`src/rtl/sdpf_consts.svh`:
```
// Constants for the DRAM pin control front end
// What this block does
// - Every input pin is captured only on the rising edge of the system clock.
// - The system clock advances the burst counter and loads the output registers.
// - Clock enable high lets the clock act inside; low stops it inside.
// - A stopped clock means precharge power-down or self refresh when idle, active power-down with a row open, clock suspend during a burst.
// - Clock enable is sampled synchronously, but only its return high matters once power-down or self refresh is entered.
// - Input buffers, clock buffer included, are off during power-down and self refresh.
// - Chip select registered low enables the command decoder; high masks every command.
// - With chip select high a running burst goes on and the data mask keeps working.
// - Row, column and write strobes with chip select, all active low, form the command decoded in its own cycle.
// - A write beat with its byte mask high leaves that byte of memory unchanged.
// - A read with its byte mask high turns that byte's drivers off two clocks later.
// - The low-byte mask governs data bits 7..0 and the high-byte mask bits 15..8.
// - The two bank address bits pick the bank for activate, read, write and precharge.
// - Precharge closes all banks with the auto precharge bit high, else only the addressed bank.
// - Activate takes the row from the address; read or write take the column from the low bits, bit 10 asking for auto precharge.
// - A mode register load takes its operation code from the address inputs.
`ifndef SDPF_CONSTS_SVH
`define SDPF_CONSTS_SVH

// ------------------------------------------------------------
// Geometry
// ------------------------------------------------------------
`define SDPF_ROW_W     13
`define SDPF_COL_W     9
`define SDPF_DQ_W      16
`define SDPF_BANKS     4
`define SDPF_AP_BIT    10

// ------------------------------------------------------------
// Command codes as {select, row, column, write}, all active low
// ------------------------------------------------------------
`define SDPF_CODE_LMR  4'h0
`define SDPF_CODE_REF  4'h1
`define SDPF_CODE_PRE  4'h2
`define SDPF_CODE_ACT  4'h3
`define SDPF_CODE_WR   4'h4
`define SDPF_CODE_RD   4'h5
`define SDPF_CODE_BST  4'h6
`define SDPF_CODE_NOP  4'h7

// ------------------------------------------------------------
// Mode word burst length field and data path timing
// ------------------------------------------------------------
`define SDPF_BL_LSB    0
`define SDPF_BL_MSB    2
`define SDPF_BL_1      3'h0
`define SDPF_BL_2      3'h1
`define SDPF_BL_4      3'h2
`define SDPF_BL_8      3'h3
`define SDPF_BL_PAGE   3'h7
`define SDPF_MASK_LAT  2

`endif

```
`src/rtl/sdpf_pkg.sv`:
```
// Types shared by the DRAM pin control front end
`default_nettype none
package sdpf_pkg;
    typedef enum logic [3:0] {
        SDPF_DESEL, SDPF_NOP, SDPF_ACT, SDPF_RD, SDPF_WR,
        SDPF_BST, SDPF_PRE, SDPF_REF, SDPF_LMR
    } sdpf_cmd_type;

    typedef enum logic [2:0] {
        SDPF_RUN, SDPF_PRE_PD, SDPF_ACT_PD, SDPF_SUSPEND, SDPF_SELF_REF
    } sdpf_pwr_type;
endpackage : sdpf_pkg
`default_nettype wire

```
`src/rtl/sdpf_cmd_if.sv`:
```
// Decoded command path between decoder and core
`timescale 1ns/10ps
`default_nettype none
`include "sdpf_consts.svh"

interface sdpf_cmd_if;
    import sdpf_pkg::*;
    sdpf_cmd_type            cmd;
    logic [1:0]              bank;
    logic [`SDPF_ROW_W-1:0]  addr;
    logic                    clk_act;

    modport dec  (output cmd, output bank, output addr, input clk_act);
    modport core (input cmd, input bank, input addr, output clk_act);
endinterface : sdpf_cmd_if

`default_nettype wire

```
`src/rtl/sdpf_cmd_decode.sv`:
```
// Command pin register and decoder
`timescale 1ns/10ps
`default_nettype none
`include "sdpf_consts.svh"

module sdpf_cmd_decode
    import sdpf_pkg::*;
(
    input  wire logic                    clk,
    input  wire logic                    srst,
    input  wire logic                    cs_n,
    input  wire logic                    ras_n,
    input  wire logic                    cas_n,
    input  wire logic                    we_n,
    input  wire logic [1:0]              ba,
    input  wire logic [`SDPF_ROW_W-1:0]  addr,
    sdpf_cmd_if.dec                      cmd_bus
);

    logic [3:0]              code_r;
    logic [3:0]              code_nxt;
    logic [1:0]              ba_r;
    logic [1:0]              ba_nxt;
    logic [`SDPF_ROW_W-1:0]  addr_r;
    logic [`SDPF_ROW_W-1:0]  addr_nxt;

    // ------------------------------------------------------------
    // Pin capture
    // ------------------------------------------------------------
    // rising edge capture
    always_comb begin
        code_nxt = {cs_n, ras_n, cas_n, we_n};
        ba_nxt   = ba;
        addr_nxt = addr;
    end

    always_ff @(posedge clk) begin
        if (srst) begin
            code_r <= `SDPF_CODE_NOP | 4'h8;
            ba_r   <= 2'h0;
            addr_r <= '0;
        end else begin
            code_r <= code_nxt;
            ba_r   <= ba_nxt;
            addr_r <= addr_nxt;
        end
    end

    // ------------------------------------------------------------
    // Decode of the registered strobes
    // ------------------------------------------------------------
    // joint strobe decode
    always_comb begin
        cmd_bus.bank = ba_r;
        cmd_bus.addr = addr_r;
        if (!cmd_bus.clk_act) begin
            cmd_bus.cmd = SDPF_NOP;
        end else if (code_r[3]) begin
            cmd_bus.cmd = SDPF_DESEL;
        end else begin
            case (code_r)
                `SDPF_CODE_LMR: cmd_bus.cmd = SDPF_LMR;
                `SDPF_CODE_REF: cmd_bus.cmd = SDPF_REF;
                `SDPF_CODE_PRE: cmd_bus.cmd = SDPF_PRE;
                `SDPF_CODE_ACT: cmd_bus.cmd = SDPF_ACT;
                `SDPF_CODE_WR:  cmd_bus.cmd = SDPF_WR;
                `SDPF_CODE_RD:  cmd_bus.cmd = SDPF_RD;
                `SDPF_CODE_BST: cmd_bus.cmd = SDPF_BST;
                default:        cmd_bus.cmd = SDPF_NOP;
            endcase
        end
    end

endmodule : sdpf_cmd_decode

`default_nettype wire

```
`src/rtl/sdpf_dq_mask.sv`:
```
// Data lines, byte masks and read output enables
`timescale 1ns/10ps
`default_nettype none
`include "sdpf_consts.svh"

module sdpf_dq_mask #(
    parameter int DQ_W = `SDPF_DQ_W
)(
    input  wire logic                 clk,
    input  wire logic                 srst,
    input  wire logic [DQ_W/8-1:0]    mask_in,
    input  wire logic [DQ_W-1:0]      dq_in,
    input  wire logic                 rd_beat,
    input  wire logic [DQ_W-1:0]      arr_rdata,
    output logic      [DQ_W-1:0]      dq_out,
    output logic      [DQ_W/8-1:0]    dq_oe,
    output logic      [DQ_W-1:0]      wdata,
    output logic      [DQ_W/8-1:0]    wbe
);

    localparam int LANES = DQ_W / 8;

    logic [LANES-1:0]           mask_r;
    logic [LANES-1:0]           mask_d1_r;
    logic [DQ_W-1:0]            dq_r;
    logic [`SDPF_MASK_LAT-1:0]  rdv_r;
    logic [`SDPF_MASK_LAT-1:0]  rdv_nxt;
    logic [LANES-1:0]           oe_nxt;
    logic [LANES-1:0]           wbe_nxt;

    // ------------------------------------------------------------
    // Per-lane mask use
    // ------------------------------------------------------------
    // one mask per byte lane
    generate
        for (genvar i = 0; i < LANES; i++) begin : g_lane
            always_comb begin
                oe_nxt[i]  = rdv_r[`SDPF_MASK_LAT-1] & ~mask_d1_r[i];
                wbe_nxt[i] = ~mask_r[i];
            end
        end
    endgenerate

    // Read beat valid pipeline, matches array return
    always_comb begin
        rdv_nxt = {rdv_r[`SDPF_MASK_LAT-2:0], rd_beat};
    end

    // ------------------------------------------------------------
    // Registers
    // ------------------------------------------------------------
    // mask runs regardless of select
    always_ff @(posedge clk) begin
        if (srst) begin
            mask_r    <= '0;
            mask_d1_r <= '0;
            dq_r      <= '0;
            rdv_r     <= '0;
            dq_out    <= '0;
            dq_oe     <= '0;
            wdata     <= '0;
            wbe       <= '0;
        end else begin
            mask_r    <= mask_in;
            mask_d1_r <= mask_r;
            dq_r      <= dq_in;
            rdv_r     <= rdv_nxt;
            dq_out    <= arr_rdata;   // output register
            dq_oe     <= oe_nxt;
            wdata     <= dq_r;
            wbe       <= wbe_nxt;
        end
    end

endmodule : sdpf_dq_mask

`default_nettype wire

```
`src/rtl/sdpf_front_end.sv`:
```
// Top of the DRAM pin control front end
`timescale 1ns/10ps
`default_nettype none
`include "sdpf_consts.svh"

module sdpf_front_end
    import sdpf_pkg::*;
#(
    parameter int ROW_W = `SDPF_ROW_W,
    parameter int COL_W = `SDPF_COL_W,
    parameter int DQ_W  = `SDPF_DQ_W
)(
    input  wire logic                 MCLK,
    input  wire logic                 SRST,
    input  wire logic                 CKE,
    input  wire logic                 CS_N,
    input  wire logic                 RAS_N,
    input  wire logic                 CAS_N,
    input  wire logic                 WE_N,
    input  wire logic [1:0]           BA,
    input  wire logic [ROW_W-1:0]     A,
    input  wire logic                 LOWER_BYTE_MASK,
    input  wire logic                 UPPER_BYTE_MASK,
    input  wire logic [DQ_W-1:0]      DQ_I,
    output logic      [DQ_W-1:0]      DQ_O,
    output logic      [DQ_W/8-1:0]    DQ_OE,
    output logic                      ARR_RD,
    output logic                      ARR_WR,
    output logic                      ARR_REF,
    output logic      [1:0]           ARR_BANK,
    output logic      [ROW_W-1:0]     ARR_ROW,
    output logic      [COL_W-1:0]     ARR_COL,
    output logic      [DQ_W-1:0]      ARR_WDATA,
    output logic      [DQ_W/8-1:0]    ARR_WBE,
    input  wire logic [DQ_W-1:0]      ARR_RDATA,
    output logic      [`SDPF_BANKS-1:0] BANK_OPEN,
    output logic      [ROW_W-1:0]     MODE_WORD,
    output sdpf_pwr_type              PWR_MODE,
    output logic                      INBUF_EN
);

    localparam int NB = `SDPF_BANKS;

    // ------------------------------------------------------------
    // Declarations
    // ------------------------------------------------------------
    sdpf_cmd_if cmd_bus ();

    logic                cke_r;
    logic                cke_nxt;
    sdpf_pwr_type        pwr_r;
    sdpf_pwr_type        pwr_nxt;
    logic                inbuf_r;
    logic                inbuf_nxt;
    logic                ref_r;
    logic                ref_nxt;
    logic                clk_act;

    logic [NB-1:0]       open_r;
    logic [NB-1:0]       open_nxt;
    logic [ROW_W-1:0]    row_r   [NB];
    logic [ROW_W-1:0]    row_nxt [NB];
    logic [ROW_W-1:0]    mode_r;
    logic [ROW_W-1:0]    mode_nxt;

    logic                burst_r;
    logic                burst_nxt;
    logic                dir_wr_r;
    logic                dir_wr_nxt;
    logic                ap_r;
    logic                ap_nxt;
    logic [1:0]          bbank_r;
    logic [1:0]          bbank_nxt;
    logic [COL_W-1:0]    col_r;
    logic [COL_W-1:0]    col_nxt;
    logic [COL_W:0]      left_r;
    logic [COL_W:0]      left_nxt;
    logic [COL_W:0]      beats;
    logic [COL_W-1:0]    wrap_m;

    logic                beat;
    logic                beat_wr;
    logic [1:0]          beat_bank;
    logic [COL_W-1:0]    beat_col;
    logic                start;

    logic                rd_r;
    logic                rd_nxt;
    logic                wr_r;
    logic                wr_nxt;
    logic [1:0]          abank_r;
    logic [1:0]          abank_nxt;
    logic [ROW_W-1:0]    arow_r;
    logic [ROW_W-1:0]    arow_nxt;
    logic [COL_W-1:0]    acol_r;
    logic [COL_W-1:0]    acol_nxt;

    // ------------------------------------------------------------
    // Helpers
    // ------------------------------------------------------------
    // Beats per burst from the mode word length code
    function automatic logic [COL_W:0] burst_beats(input logic [2:0] code);
        logic [COL_W:0] n;
        n = '0;
        case (code)
            `SDPF_BL_1:    n = (COL_W+1)'(1);
            `SDPF_BL_2:    n = (COL_W+1)'(2);
            `SDPF_BL_4:    n = (COL_W+1)'(4);
            `SDPF_BL_8:    n = (COL_W+1)'(8);
            `SDPF_BL_PAGE: n = (COL_W+1)'(1) << COL_W;
            default:       n = (COL_W+1)'(1);  // Reserved codes act as one beat
        endcase
        return n;
    endfunction : burst_beats

    // Next column, wrapping inside the burst boundary
    function automatic logic [COL_W-1:0] next_col(input logic [COL_W-1:0] c,
                                                  input logic [COL_W-1:0] m);
        logic [COL_W-1:0] inc;
        inc = c + 1'b1;
        return (c & ~m) | (inc & m);
    endfunction : next_col

    // ------------------------------------------------------------
    // Pin decoder
    // ------------------------------------------------------------
    sdpf_cmd_decode u_dec (
        .clk     (MCLK),
        .srst    (SRST),
        .cs_n    (CS_N),
        .ras_n   (RAS_N),
        .cas_n   (CAS_N),
        .we_n    (WE_N),
        .ba      (BA),
        .addr    (A),
        .cmd_bus (cmd_bus)
    );

    // clock acts only in run state
    assign clk_act         = (pwr_r == SDPF_RUN);
    assign cmd_bus.clk_act = clk_act;

    // ------------------------------------------------------------
    // Power mode from clock enable
    // ------------------------------------------------------------
    // Clock enable sampled like any pin; a state entered on a low
    // sample leaves on the first high sample, so the command on the
    // same edge is dropped and the next edge runs normally.
    always_comb begin
        // clock enable captured on the edge
        cke_nxt = CKE;
        pwr_nxt = pwr_r;
        case (pwr_r)
            SDPF_RUN: begin
                if (!cke_r) begin
                    if (cmd_bus.cmd == SDPF_REF && open_r == '0) begin
                        pwr_nxt = SDPF_SELF_REF;
                    end else if (burst_r || start) begin
                        pwr_nxt = SDPF_SUSPEND;
                    end else if (|open_r) begin
                        pwr_nxt = SDPF_ACT_PD;
                    end else begin
                        pwr_nxt = SDPF_PRE_PD;
                    end
                end
            end
            SDPF_PRE_PD, SDPF_ACT_PD, SDPF_SELF_REF: begin
                if (cke_r) begin
                    pwr_nxt = SDPF_RUN;
                end
            end
            SDPF_SUSPEND: begin
                if (cke_r) begin
                    pwr_nxt = SDPF_RUN;
                end
            end
            default: pwr_nxt = SDPF_RUN;
        endcase
        // buffers off in power-down and self refresh
        inbuf_nxt = (pwr_nxt == SDPF_RUN) || (pwr_nxt == SDPF_SUSPEND);
        // Auto refresh only when not turning into self refresh
        ref_nxt = clk_act && cke_r && (cmd_bus.cmd == SDPF_REF);
    end

    always_ff @(posedge MCLK) begin
        if (SRST) begin
            cke_r   <= 1'b1;   // Tied-high use needs no start-up step
            pwr_r   <= SDPF_RUN;
            inbuf_r <= 1'b1;
            ref_r   <= 1'b0;
        end else begin
            cke_r   <= cke_nxt;
            pwr_r   <= pwr_nxt;
            inbuf_r <= inbuf_nxt;
            ref_r   <= ref_nxt;
        end
    end

    // ------------------------------------------------------------
    // Banks, mode word and burst counter
    // ------------------------------------------------------------
    always_comb begin
        open_nxt   = open_r;
        row_nxt    = row_r;
        mode_nxt   = mode_r;
        burst_nxt  = burst_r;
        dir_wr_nxt = dir_wr_r;
        ap_nxt     = ap_r;
        bbank_nxt  = bbank_r;
        col_nxt    = col_r;
        left_nxt   = left_r;
        beats      = burst_beats(mode_r[`SDPF_BL_MSB:`SDPF_BL_LSB]);
        wrap_m     = COL_W'(beats - 1'b1);
        beat       = 1'b0;
        beat_wr    = dir_wr_r;
        beat_bank  = bbank_r;
        beat_col   = col_r;
        start      = (cmd_bus.cmd == SDPF_RD) || (cmd_bus.cmd == SDPF_WR);
        if (clk_act) begin
            case (cmd_bus.cmd)
                SDPF_ACT: begin
                    open_nxt[cmd_bus.bank] = 1'b1;
                    row_nxt[cmd_bus.bank]  = cmd_bus.addr;
                end
                SDPF_PRE: begin
                    if (cmd_bus.addr[`SDPF_AP_BIT]) begin
                        open_nxt = '0;
                    end else begin
                        open_nxt[cmd_bus.bank] = 1'b0;
                    end
                end
                SDPF_LMR: begin
                    mode_nxt = cmd_bus.addr;
                end
                default: begin
                end
            endcase
            if (start) begin
                beat       = 1'b1;
                beat_wr    = (cmd_bus.cmd == SDPF_WR);
                beat_bank  = cmd_bus.bank;
                beat_col   = cmd_bus.addr[COL_W-1:0];
                dir_wr_nxt = beat_wr;
                bbank_nxt  = cmd_bus.bank;
                ap_nxt     = cmd_bus.addr[`SDPF_AP_BIT];
                col_nxt    = next_col(beat_col, wrap_m);
                left_nxt   = beats - 1'b1;
                burst_nxt  = (beats != (COL_W+1)'(1));
                if (!burst_nxt && ap_nxt) begin
                    open_nxt[cmd_bus.bank] = 1'b0;
                end
            end else if (cmd_bus.cmd == SDPF_BST) begin
                burst_nxt = 1'b0;
            end else if (burst_r) begin
                beat     = 1'b1;
                col_nxt  = next_col(col_r, wrap_m);
                left_nxt = left_r - 1'b1;
                if (left_r == (COL_W+1)'(1)) begin
                    burst_nxt = 1'b0;
                    if (ap_r) begin
                        open_nxt[bbank_r] = (cmd_bus.cmd == SDPF_ACT) && (cmd_bus.bank == bbank_r);
                    end
                end
            end
        end
        // Array strobes for this beat
        rd_nxt    = beat && !beat_wr;
        wr_nxt    = beat && beat_wr;
        abank_nxt = beat ? beat_bank : abank_r;
        acol_nxt  = beat ? beat_col : acol_r;
        arow_nxt  = beat ? row_r[beat_bank] : arow_r;
    end

    always_ff @(posedge MCLK) begin
        if (SRST) begin
            open_r   <= '0;
            row_r    <= '{default: '0};
            mode_r   <= '0;
            burst_r  <= 1'b0;
            dir_wr_r <= 1'b0;
            ap_r     <= 1'b0;
            bbank_r  <= 2'h0;
            col_r    <= '0;
            left_r   <= '0;
            rd_r     <= 1'b0;
            wr_r     <= 1'b0;
            abank_r  <= 2'h0;
            arow_r   <= '0;
            acol_r   <= '0;
        end else begin
            open_r   <= open_nxt;
            row_r    <= row_nxt;
            mode_r   <= mode_nxt;
            burst_r  <= burst_nxt;
            dir_wr_r <= dir_wr_nxt;
            ap_r     <= ap_nxt;
            bbank_r  <= bbank_nxt;
            col_r    <= col_nxt;
            left_r   <= left_nxt;
            rd_r     <= rd_nxt;
            wr_r     <= wr_nxt;
            abank_r  <= abank_nxt;
            arow_r   <= arow_nxt;
            acol_r   <= acol_nxt;
        end
    end

    // ------------------------------------------------------------
    // Data lines and masks
    // ------------------------------------------------------------
    // Suspend stops new beats only; data already in the read
    // pipeline still drains, trading exact freeze for simplicity.
    sdpf_dq_mask #(
        .DQ_W (DQ_W)
    ) u_dq (
        .clk       (MCLK),
        .srst      (SRST),
        .mask_in   ({UPPER_BYTE_MASK, LOWER_BYTE_MASK}),
        .dq_in     (DQ_I),
        .rd_beat   (rd_nxt),
        .arr_rdata (ARR_RDATA),
        .dq_out    (DQ_O),
        .dq_oe     (DQ_OE),
        .wdata     (ARR_WDATA),
        .wbe       (ARR_WBE)
    );

    // ------------------------------------------------------------
    // Outputs, all registered
    // ------------------------------------------------------------
    assign ARR_RD    = rd_r;
    assign ARR_WR    = wr_r;
    assign ARR_REF   = ref_r;
    assign ARR_BANK  = abank_r;
    assign ARR_ROW   = arow_r;
    assign ARR_COL   = acol_r;
    assign BANK_OPEN = open_r;
    assign MODE_WORD = mode_r;
    assign PWR_MODE  = pwr_r;
    assign INBUF_EN  = inbuf_r;

endmodule : sdpf_front_end

`default_nettype wire

```
`config.mk`:
```
export PLATFORM = sky130hd
export DESIGN_NAME = sdpf_front_end
export DESIGN_NICKNAME = d
export VERILOG_FILES = /design/src/rtl/sdpf_pkg.sv /design/src/rtl/sdpf_cmd_if.sv /design/src/rtl/sdpf_cmd_decode.sv /design/src/rtl/sdpf_dq_mask.sv /design/src/rtl/sdpf_front_end.sv
export VERILOG_INCLUDE_DIRS = /design/src /design/src/rtl
export SDC_FILE = /design/constraint.sdc
export NUM_CORES = 1
export LEC_CHECK = 0
export ABC_AREA = 1
export BUFFER_PORTS_ARGS = -buffer_cell sky130_fd_sc_hd__buf_2
export CORE_ASPECT_RATIO = 0.75
export CORE_UTILIZATION = 60
export CTS_BUF_LIST = sky130_fd_sc_hd__clkbuf_4 sky130_fd_sc_hd__clkbuf_8 sky130_fd_sc_hd__clkbuf_16
export CTS_CLUSTER_SIZE = 8
export DETAILED_ROUTE_END_ITERATION = 8
export GPL_ROUTABILITY_DRIVEN = 0
export GPL_TIMING_DRIVEN = 0
export PLACE_DENSITY = 0.84
export SLEW_MARGIN = 20
export SYNTH_ARGS = -nofsm -noshare
export SYNTH_HDL_FRONTEND = slang
export SYNTH_SLANG_ARGS = --single-unit
export TNS_END_PERCENT = 50
```
`constraint.sdc`:
```
create_clock -name MCLK -period 2.9 [get_ports MCLK]
set_input_delay 0.145 -clock MCLK [delete_from_list [all_inputs] [get_ports MCLK]]
set_output_delay 0.145 -clock MCLK [all_outputs]
set_load 0.01 [all_outputs]
```
# Word-level counts from Yosys, hierarchy flattened
# Cells that the tools add are included.
[totals]
ff_bits = 202
out_inout_bits = 84
[op_classes]
n_addsub = 4
order_cmp = 7
eq_ne = 26
muxes = 50
n_bitwise = 19
n_reduce_logical = 26
[ops]
columns = ["operator", "count"]
rows = [
  ["bitwise mux 52 bit", 1],
  ["2-to-1 mux 9 bit", 5],
  ["2-to-1 mux 4 bit", 10],
  ["case mux 10 bit (4 select lines)", 1],
  ["2-to-1 mux 13 bit", 3],
  ["bitwise AND 9 bit", 4],
  ["2-to-1 mux 10 bit", 3],
  ["== test 4 x 3 -> 1 bit, second input constant", 7],
  ["case mux 4 bit (7 select lines)", 1],
  ["binary-select mux 13 bit (select 2 bit)", 1],
  ["demux 13 bit (select 2 bit)", 1],
  ["subtractor 10 x 1 -> 10 bit, second input constant", 2],
  ["adder 9 x 1 -> 9 bit, second input constant", 2],
  ["OR 9 bit", 2],
  ["== test 4 x 2 -> 1 bit, second input constant", 4],
  ["== test 3 x 2 -> 1 bit, second input constant", 5],
  ["2-to-1 mux 1 bit", 12],
  ["== test 10 x 1 -> 1 bit, second input constant", 1],
  ["logical AND 1 bit", 10],
  ["!= test 10 x 1 -> 1 bit, second input constant", 1],
  ["2-to-1 mux 3 bit", 3],
  ["NOT 9 bit", 1],
  ["bitwise AND 4 bit", 2],
  ["logical NOT 4 bit", 2],
  ["other kinds (27)", 48],
]

# Logic depth before layout (Yosys ltp)
[logic_depth]
word_depth = 15
ltp_mapped = 16

# Modules after synthesis
# A second synthesis with hierarchy kept.
[unflattened]
hier_cells = 1168
area_unflattened_um2 = 8513.2
[by_module_without_submodules]
columns = ["mod", "n_inst", "cells_each", "area_per_inst_um2", "seq_area_each_um2"]
rows = [
  ["sdpf_front_end", 1, 916, 6252.2, 2502.4],
  ["sdpf_dq_mask", 1, 178, 1644.1, 1161.1],
  ["sdpf_cmd_decode", 1, 74, 616.8, 380.4],
]

# Worst setup path after synthesis
# No wires, ideal clock.
[synth_timing]
path_type = "reg-to-reg"
from = "reg pwr_r[2], in the netlist PWR_MODE[2]"
to = "reg arow_r[0], in the netlist ARR_ROW[0]"
setup_ps = 109
t_arrival_ps = 1663
slack_ps = 1128
path_stages_with_launch = 17
n_path_buf = 1
cell_sequence = "dfxtp_1 -> inv_1 -> nand2_1 -> clkinv_1 -> nand2_1 -> inv_2 -> nand3_4 -> nand2_4 -> inv_4 -> nand2_4 -> nand2_4 -> inv_4 -> buf_4 -> nor2_1 -> nor2_1 -> nand2_1 -> inv_1"
[synth_via]
elab_chain_len = 10
[synth_rtl]
columns = ["item", "line", "rtl"]
rows = [
  ["from (decl)", "sdpf_front_end.sv:51", "sdpf_pwr_type pwr_r;"],
  ["from (signal assigned)", "sdpf_front_end.sv:193", "pwr_r <= pwr_nxt;"],
  ["logical NOT 3 bit (*)", "sdpf_front_end.sv:140", "assign clk_act = (pwr_r == SDPF_RUN);"],
  ["2-to-1 mux 4 bit", "sdpf_cmd_decode.sv:56", "if (!cmd_bus.clk_act) begin"],
  ["== test 4 x 2 -> 1 bit or == test 4 x 3 -> 1 bit (tied branches)", "sdpf_front_end.sv:218", "start = (cmd_bus.cmd == SDPF_RD) || (cmd_bus.cmd == SDPF_WR);"],
  ["logical OR 1 bit", "sdpf_front_end.sv:218", ""],
  ["2-to-1 mux 2 bit", "--", ""],
  ["2-to-1 mux 2 bit", "sdpf_front_end.sv:219", "if (clk_act) begin"],
  ["NOT 2 -> 3 bit (not written as such)", "sdpf_front_end.sv:271", "arow_nxt = beat ? row_r[beat_bank] : arow_r;"],
  ["binary-select mux 13 bit (select 2 bit)", "sdpf_front_end.sv:271", ""],
  ["2-to-1 mux 13 bit (not written as such) (2 in a row)", "sdpf_front_end.sv:271", ""],
  ["to (signal assigned)", "sdpf_front_end.sv:303", "arow_r <= arow_nxt;"],
  ["to (decl)", "sdpf_front_end.sv:93", "logic [ROW_W-1:0] arow_r;"],
]
# Mark *: on every way between the ends. The rest lies on a longest branch, timed or not. The select of a mux whose other input is x is not followed.
# A chain may end at the register's enable or synchronous reset.

# Final worst setup path
[layout_timing]
from = "reg u_dec.code_r[1]"
to = "reg arow_r[7], in the netlist ARR_ROW[7]"
[layout_via]
elab_chain_len = 12
[layout_rtl]
columns = ["item", "line", "rtl"]
rows = [
  ["from (decl)", "sdpf_cmd_decode.sv:20", "logic [3:0] code_r;"],
  ["from (signal assigned)", "sdpf_cmd_decode.sv:39", "code_r <= `SDPF_CODE_NOP | 4'h8;"],
  ["from (signal assigned)", "sdpf_cmd_decode.sv:43", "code_r <= code_nxt;"],
  ["== test 4 x 3 -> 1 bit (tied with other cells)", "sdpf_cmd_decode.sv:61", "case (code_r)"],
  ["case mux 4 bit (7 select lines) (*)", "sdpf_cmd_decode.sv:61", ""],
  ["2-to-1 mux 4 bit (*)", "sdpf_cmd_decode.sv:58", "end else if (code_r[3]) begin"],
  ["2-to-1 mux 4 bit (*)", "sdpf_cmd_decode.sv:56", ""],
  ["== test 4 x 2 -> 1 bit or == test 4 x 3 -> 1 bit (tied branches)", "sdpf_front_end.sv:218", ""],
  ["logical OR 1 bit", "sdpf_front_end.sv:218", ""],
  ["2-to-1 mux 2 bit", "--", ""],
  ["2-to-1 mux 2 bit", "sdpf_front_end.sv:219", ""],
  ["NOT 2 -> 3 bit (not written as such)", "sdpf_front_end.sv:271", ""],
  ["binary-select mux 13 bit (select 2 bit)", "sdpf_front_end.sv:271", ""],
  ["2-to-1 mux 13 bit (not written as such) (2 in a row)", "sdpf_front_end.sv:271", ""],
]
# Marks and branches as above.

==> run summary <==
Drt first-iter violations = 1083
Crit path to = ARR_ROW[7]
H-tree depth = 1
Share of cells above drive strength 1 = 0.162
Critical path depth = 12
Crit path launch = u_dec.code_r[1]
Max rail drop VDD = 0.000457 V
PD cells = 630 mW/mm²
CP Max Fanout = 10
CORE AREA = 0.0133 mm²
Area grow syn2layout = 26.5%
Status = finished, violations left
Largest net degree at the start of global routing = 16
Post-synth EDFFs = 0
Most frequent CP cell = nand2_1
Setup Skew = 0.0107 ns
Flops & latches, synth = 201
Cell family with most CP delay = simple AND/OR/NAND/NOR gates
Max cap viols = 0
Reg-to-Reg End = ARR_ROW[7]
Synth area leaders = dfxtp_1 48%, inv_1 8.3%, nor2_1 7.5%
Root buffer cell = clkbuf_16
CP Buf/Inv Count = 3
Worst path max stage delay = 0.36 ns
Fin nets = 1420
Critical-path top delay cell = buf_2
CTS clk-pin slew, worst paths = 0.05 ns
FF-to-FF Start = u_dec.code_r[1]
Top post-synthesis cells by count = 201 x dfxtp_1, 185 x inv_1, 167 x nor2_1
Cells after Synth = 1137
Fin crit period = 2.48 ns
Average vias per placed instance = 5.62
Number of global-route vias before repair = 8385
Violated checks = DRC
Die area = 0.0144 mm²
Worst slew pin tran = 0.916 ns
Reg2reg path depth = 12
Final WL = 26800 µm
IO Count = 140
Post-route DRC = 12
Power, Total = 6.64 mW
RSZ-0062 raised after global routing = no
Wire per inst = 17.5 µm
Post-synth top flop = dfxtp_1
Setup bufs post-CTS = 0
Syn Std Cell Area = 0.00833 mm²
Initial core utilization = 0.627
First drt pass iteration count = 8
Critical path type = flip-flop to flip-flop
R2r setup slk = 0.42 ns
CTS tree = yes
Post-synth ARST share = 0
First-pass GRT wire length = 42900 µm
GRT Overall Usage = 0.374
Detailed placer's ending HPWL = 16200 µm
LEAKAGE = 4.98 nW
Via count = 8614
Port Buffers = 138
Die Wd = 138 µm
Critical path cell sequence = inv_1 -> nand2_1 -> nor2_1 -> nand2_2 -> nand2_4 -> nand2_1 -> o21ai_2 -> buf_2 -> nand3_1 -> nand3_1 -> nand2_1 -> inv_1
Worst relative slew slack = 0.389
Sequential share of the synthesized area = 0.483
Synth cell types = 38
Synthesis Warnings = 0
Detail Route Antenna Nets = 0
Max Fclk = 403 MHz
Clock tree buffer depth = 3
Total grt overflow = 0
Post-CTS sizing = 0
Final setup violation count = 0
Clock Sinks = 201
Max Slew Vio Count = 0
Crit start category = flip-flop
Critical Path RT = 3.38 ns
Synth top area share = 0.483
CTS Buf Count = 29
Clock insertion delay at the later pin of the skew report = 0.54 ns
Tcrit/Tclk final = 0.856
CP Data Arrival Time = 2.96 ns
Setup TNS Final = 0 ns
Top-count cell post-synth = dfxtp_1
Post-Syn Nets = 1197
Chip height = 104 µm
Hold Vio Cnt, Final = 0
Initial antenna violation count = 0
Post-CTS Hold Fix Bufs = 54
Antenna cells = 0
Area leader, netlist = dfxtp_1
Worst hold path class = input pin to flip-flop
Critical path capture point type = flip-flop
Syn Area/Cell = 7.33 µm²
Row count = 36
[worst min path at each step]
stage	start	slack, ns	cells past startpoint	endpoint
3_3_place_gp	WE_N	0.33	2	u_dec.code_r[0]
5_1_grt	WE_N	0.34	3	u_dec.code_r[0]
2_1_floorplan	CKE	0.25	1	cke_r
6_report	WE_N	0.33	3	u_dec.code_r[0]
4_1_cts	WE_N	0.32	3	u_dec.code_r[0]
3_5_place_dp	CKE	0.33	2	cke_r
[layer usage]
| metal | track usage | vias up | wire length [µm] |
|---|---|---|---|
| met1 | 0.487 | 3901 | 10700 |
| met4 | 0.128 | 0 | 811 |
| li1 | - | 4024 | - |
| met5 | 0 | - | 0 |
| met2 | 0.602 | 587 | 11800 |
| met3 | 0.100 | 102 | 3440 |
[tightest hold or removal path, cell delays in order]
cell           delay, ns
dlygate4sd3_1       0.52
buf_2               0.09
or2_2               0.08
[through the flow]
step	area (µm²)	std cells	hold slack, ns	utilization	setup WS (ns)
floorplan	8330	1137	0.249	-	1.13
global placement	9240	1446	0.329	0.695	0.747
detailed placement	9240	1446	0.329	0.695	0.722
CTS	10500	1532	0.319	0.793	0.697
global route	10500	1532	0.342	0.793	0.344
finish	10500	1532	0.331	0.793	0.419
[cell type report]
| cell class | instances | area [µm²] |
|---|---|---|
| repair buffers | 192 | 1230 |
| well taps | 171 | 214 |
| inverters | 191 | 722 |
| clock inverters | 2 | 28.8 |
| multi-input cells | 685 | 3290 |
| clock buffers | 30 | 733 |
| fillers | 841 | 2750 |
| flip-flops and latches | 201 | 4020 |
| plain buffers | 60 | 297 |
[cells in the final DEF (no fill, tap or decap), types with 2 or more instances in the layout]
| cell type | n |
|---|---|
| nand2_2 | 2 |
| o21ai_2 | 2 |
| o31ai_1 | 2 |
| a21oi_1 | 90 |
| nand2_4 | 4 |
| xnor2_1 | 4 |
| buf_6 | 4 |
| o21ai_0 | 101 |
| xor2_1 | 13 |
| a31oi_1 | 3 |
| inv_4 | 2 |
| dlygate4sd3_1 | 54 |
| nor3_1 | 7 |
| nand3_4 | 2 |
| clkbuf_16 | 29 |
| o21ai_1 | 15 |
| nand4_1 | 11 |
| dfxtp_1 | 201 |
| nand3_1 | 111 |
| ha_1 | 4 |
| or2_2 | 5 |
| inv_1 | 185 |
| buf_2 | 153 |
| o22ai_1 | 4 |
| nand2_1 | 127 |
| buf_4 | 6 |
| clkbuf_1 | 34 |
| nor2_4 | 3 |
| inv_2 | 3 |
| nor2_1 | 167 |
[state kept, by name, summed over array words and instances (netlist names), 3 cells and up, named ones only]
register            cells
row_r                  52
u_dq.dq_out            16
u_dq.dq_r              16
u_dq.wdata             16
ARR_ROW                13
MODE_WORD              13
u_dec.cmd_bus.addr     13
left_r                 10
ARR_COL                 9
BANK_OPEN               4
u_dec.code_r            4
PWR_MODE                3
[power breakdown]
group	switching, mW	internal, mW	leakage, nW	total, mW
registers	0.0728	2.87	1.64	2.95
clock network	1.17	1.77	0.376	2.93
logic	0.469	0.291	2.96	0.761
[cell families after synthesis]
| logic type | Yosys count | share of synthesized area |
|---|---|---|
| AND/OR/NAND/NOR | 443 | 0.234 |
| buffers and inverters | 251 | 0.122 |
| AO/OA/AOI/OAI | 221 | 0.137 |
| flip-flops | 201 | 0.483 |
| XOR/XNOR | 17 | 0.0179 |
| adder cells (fa/ha/maj) | 4 | 0.00601 |
Power figures use the tool's default switching activity.
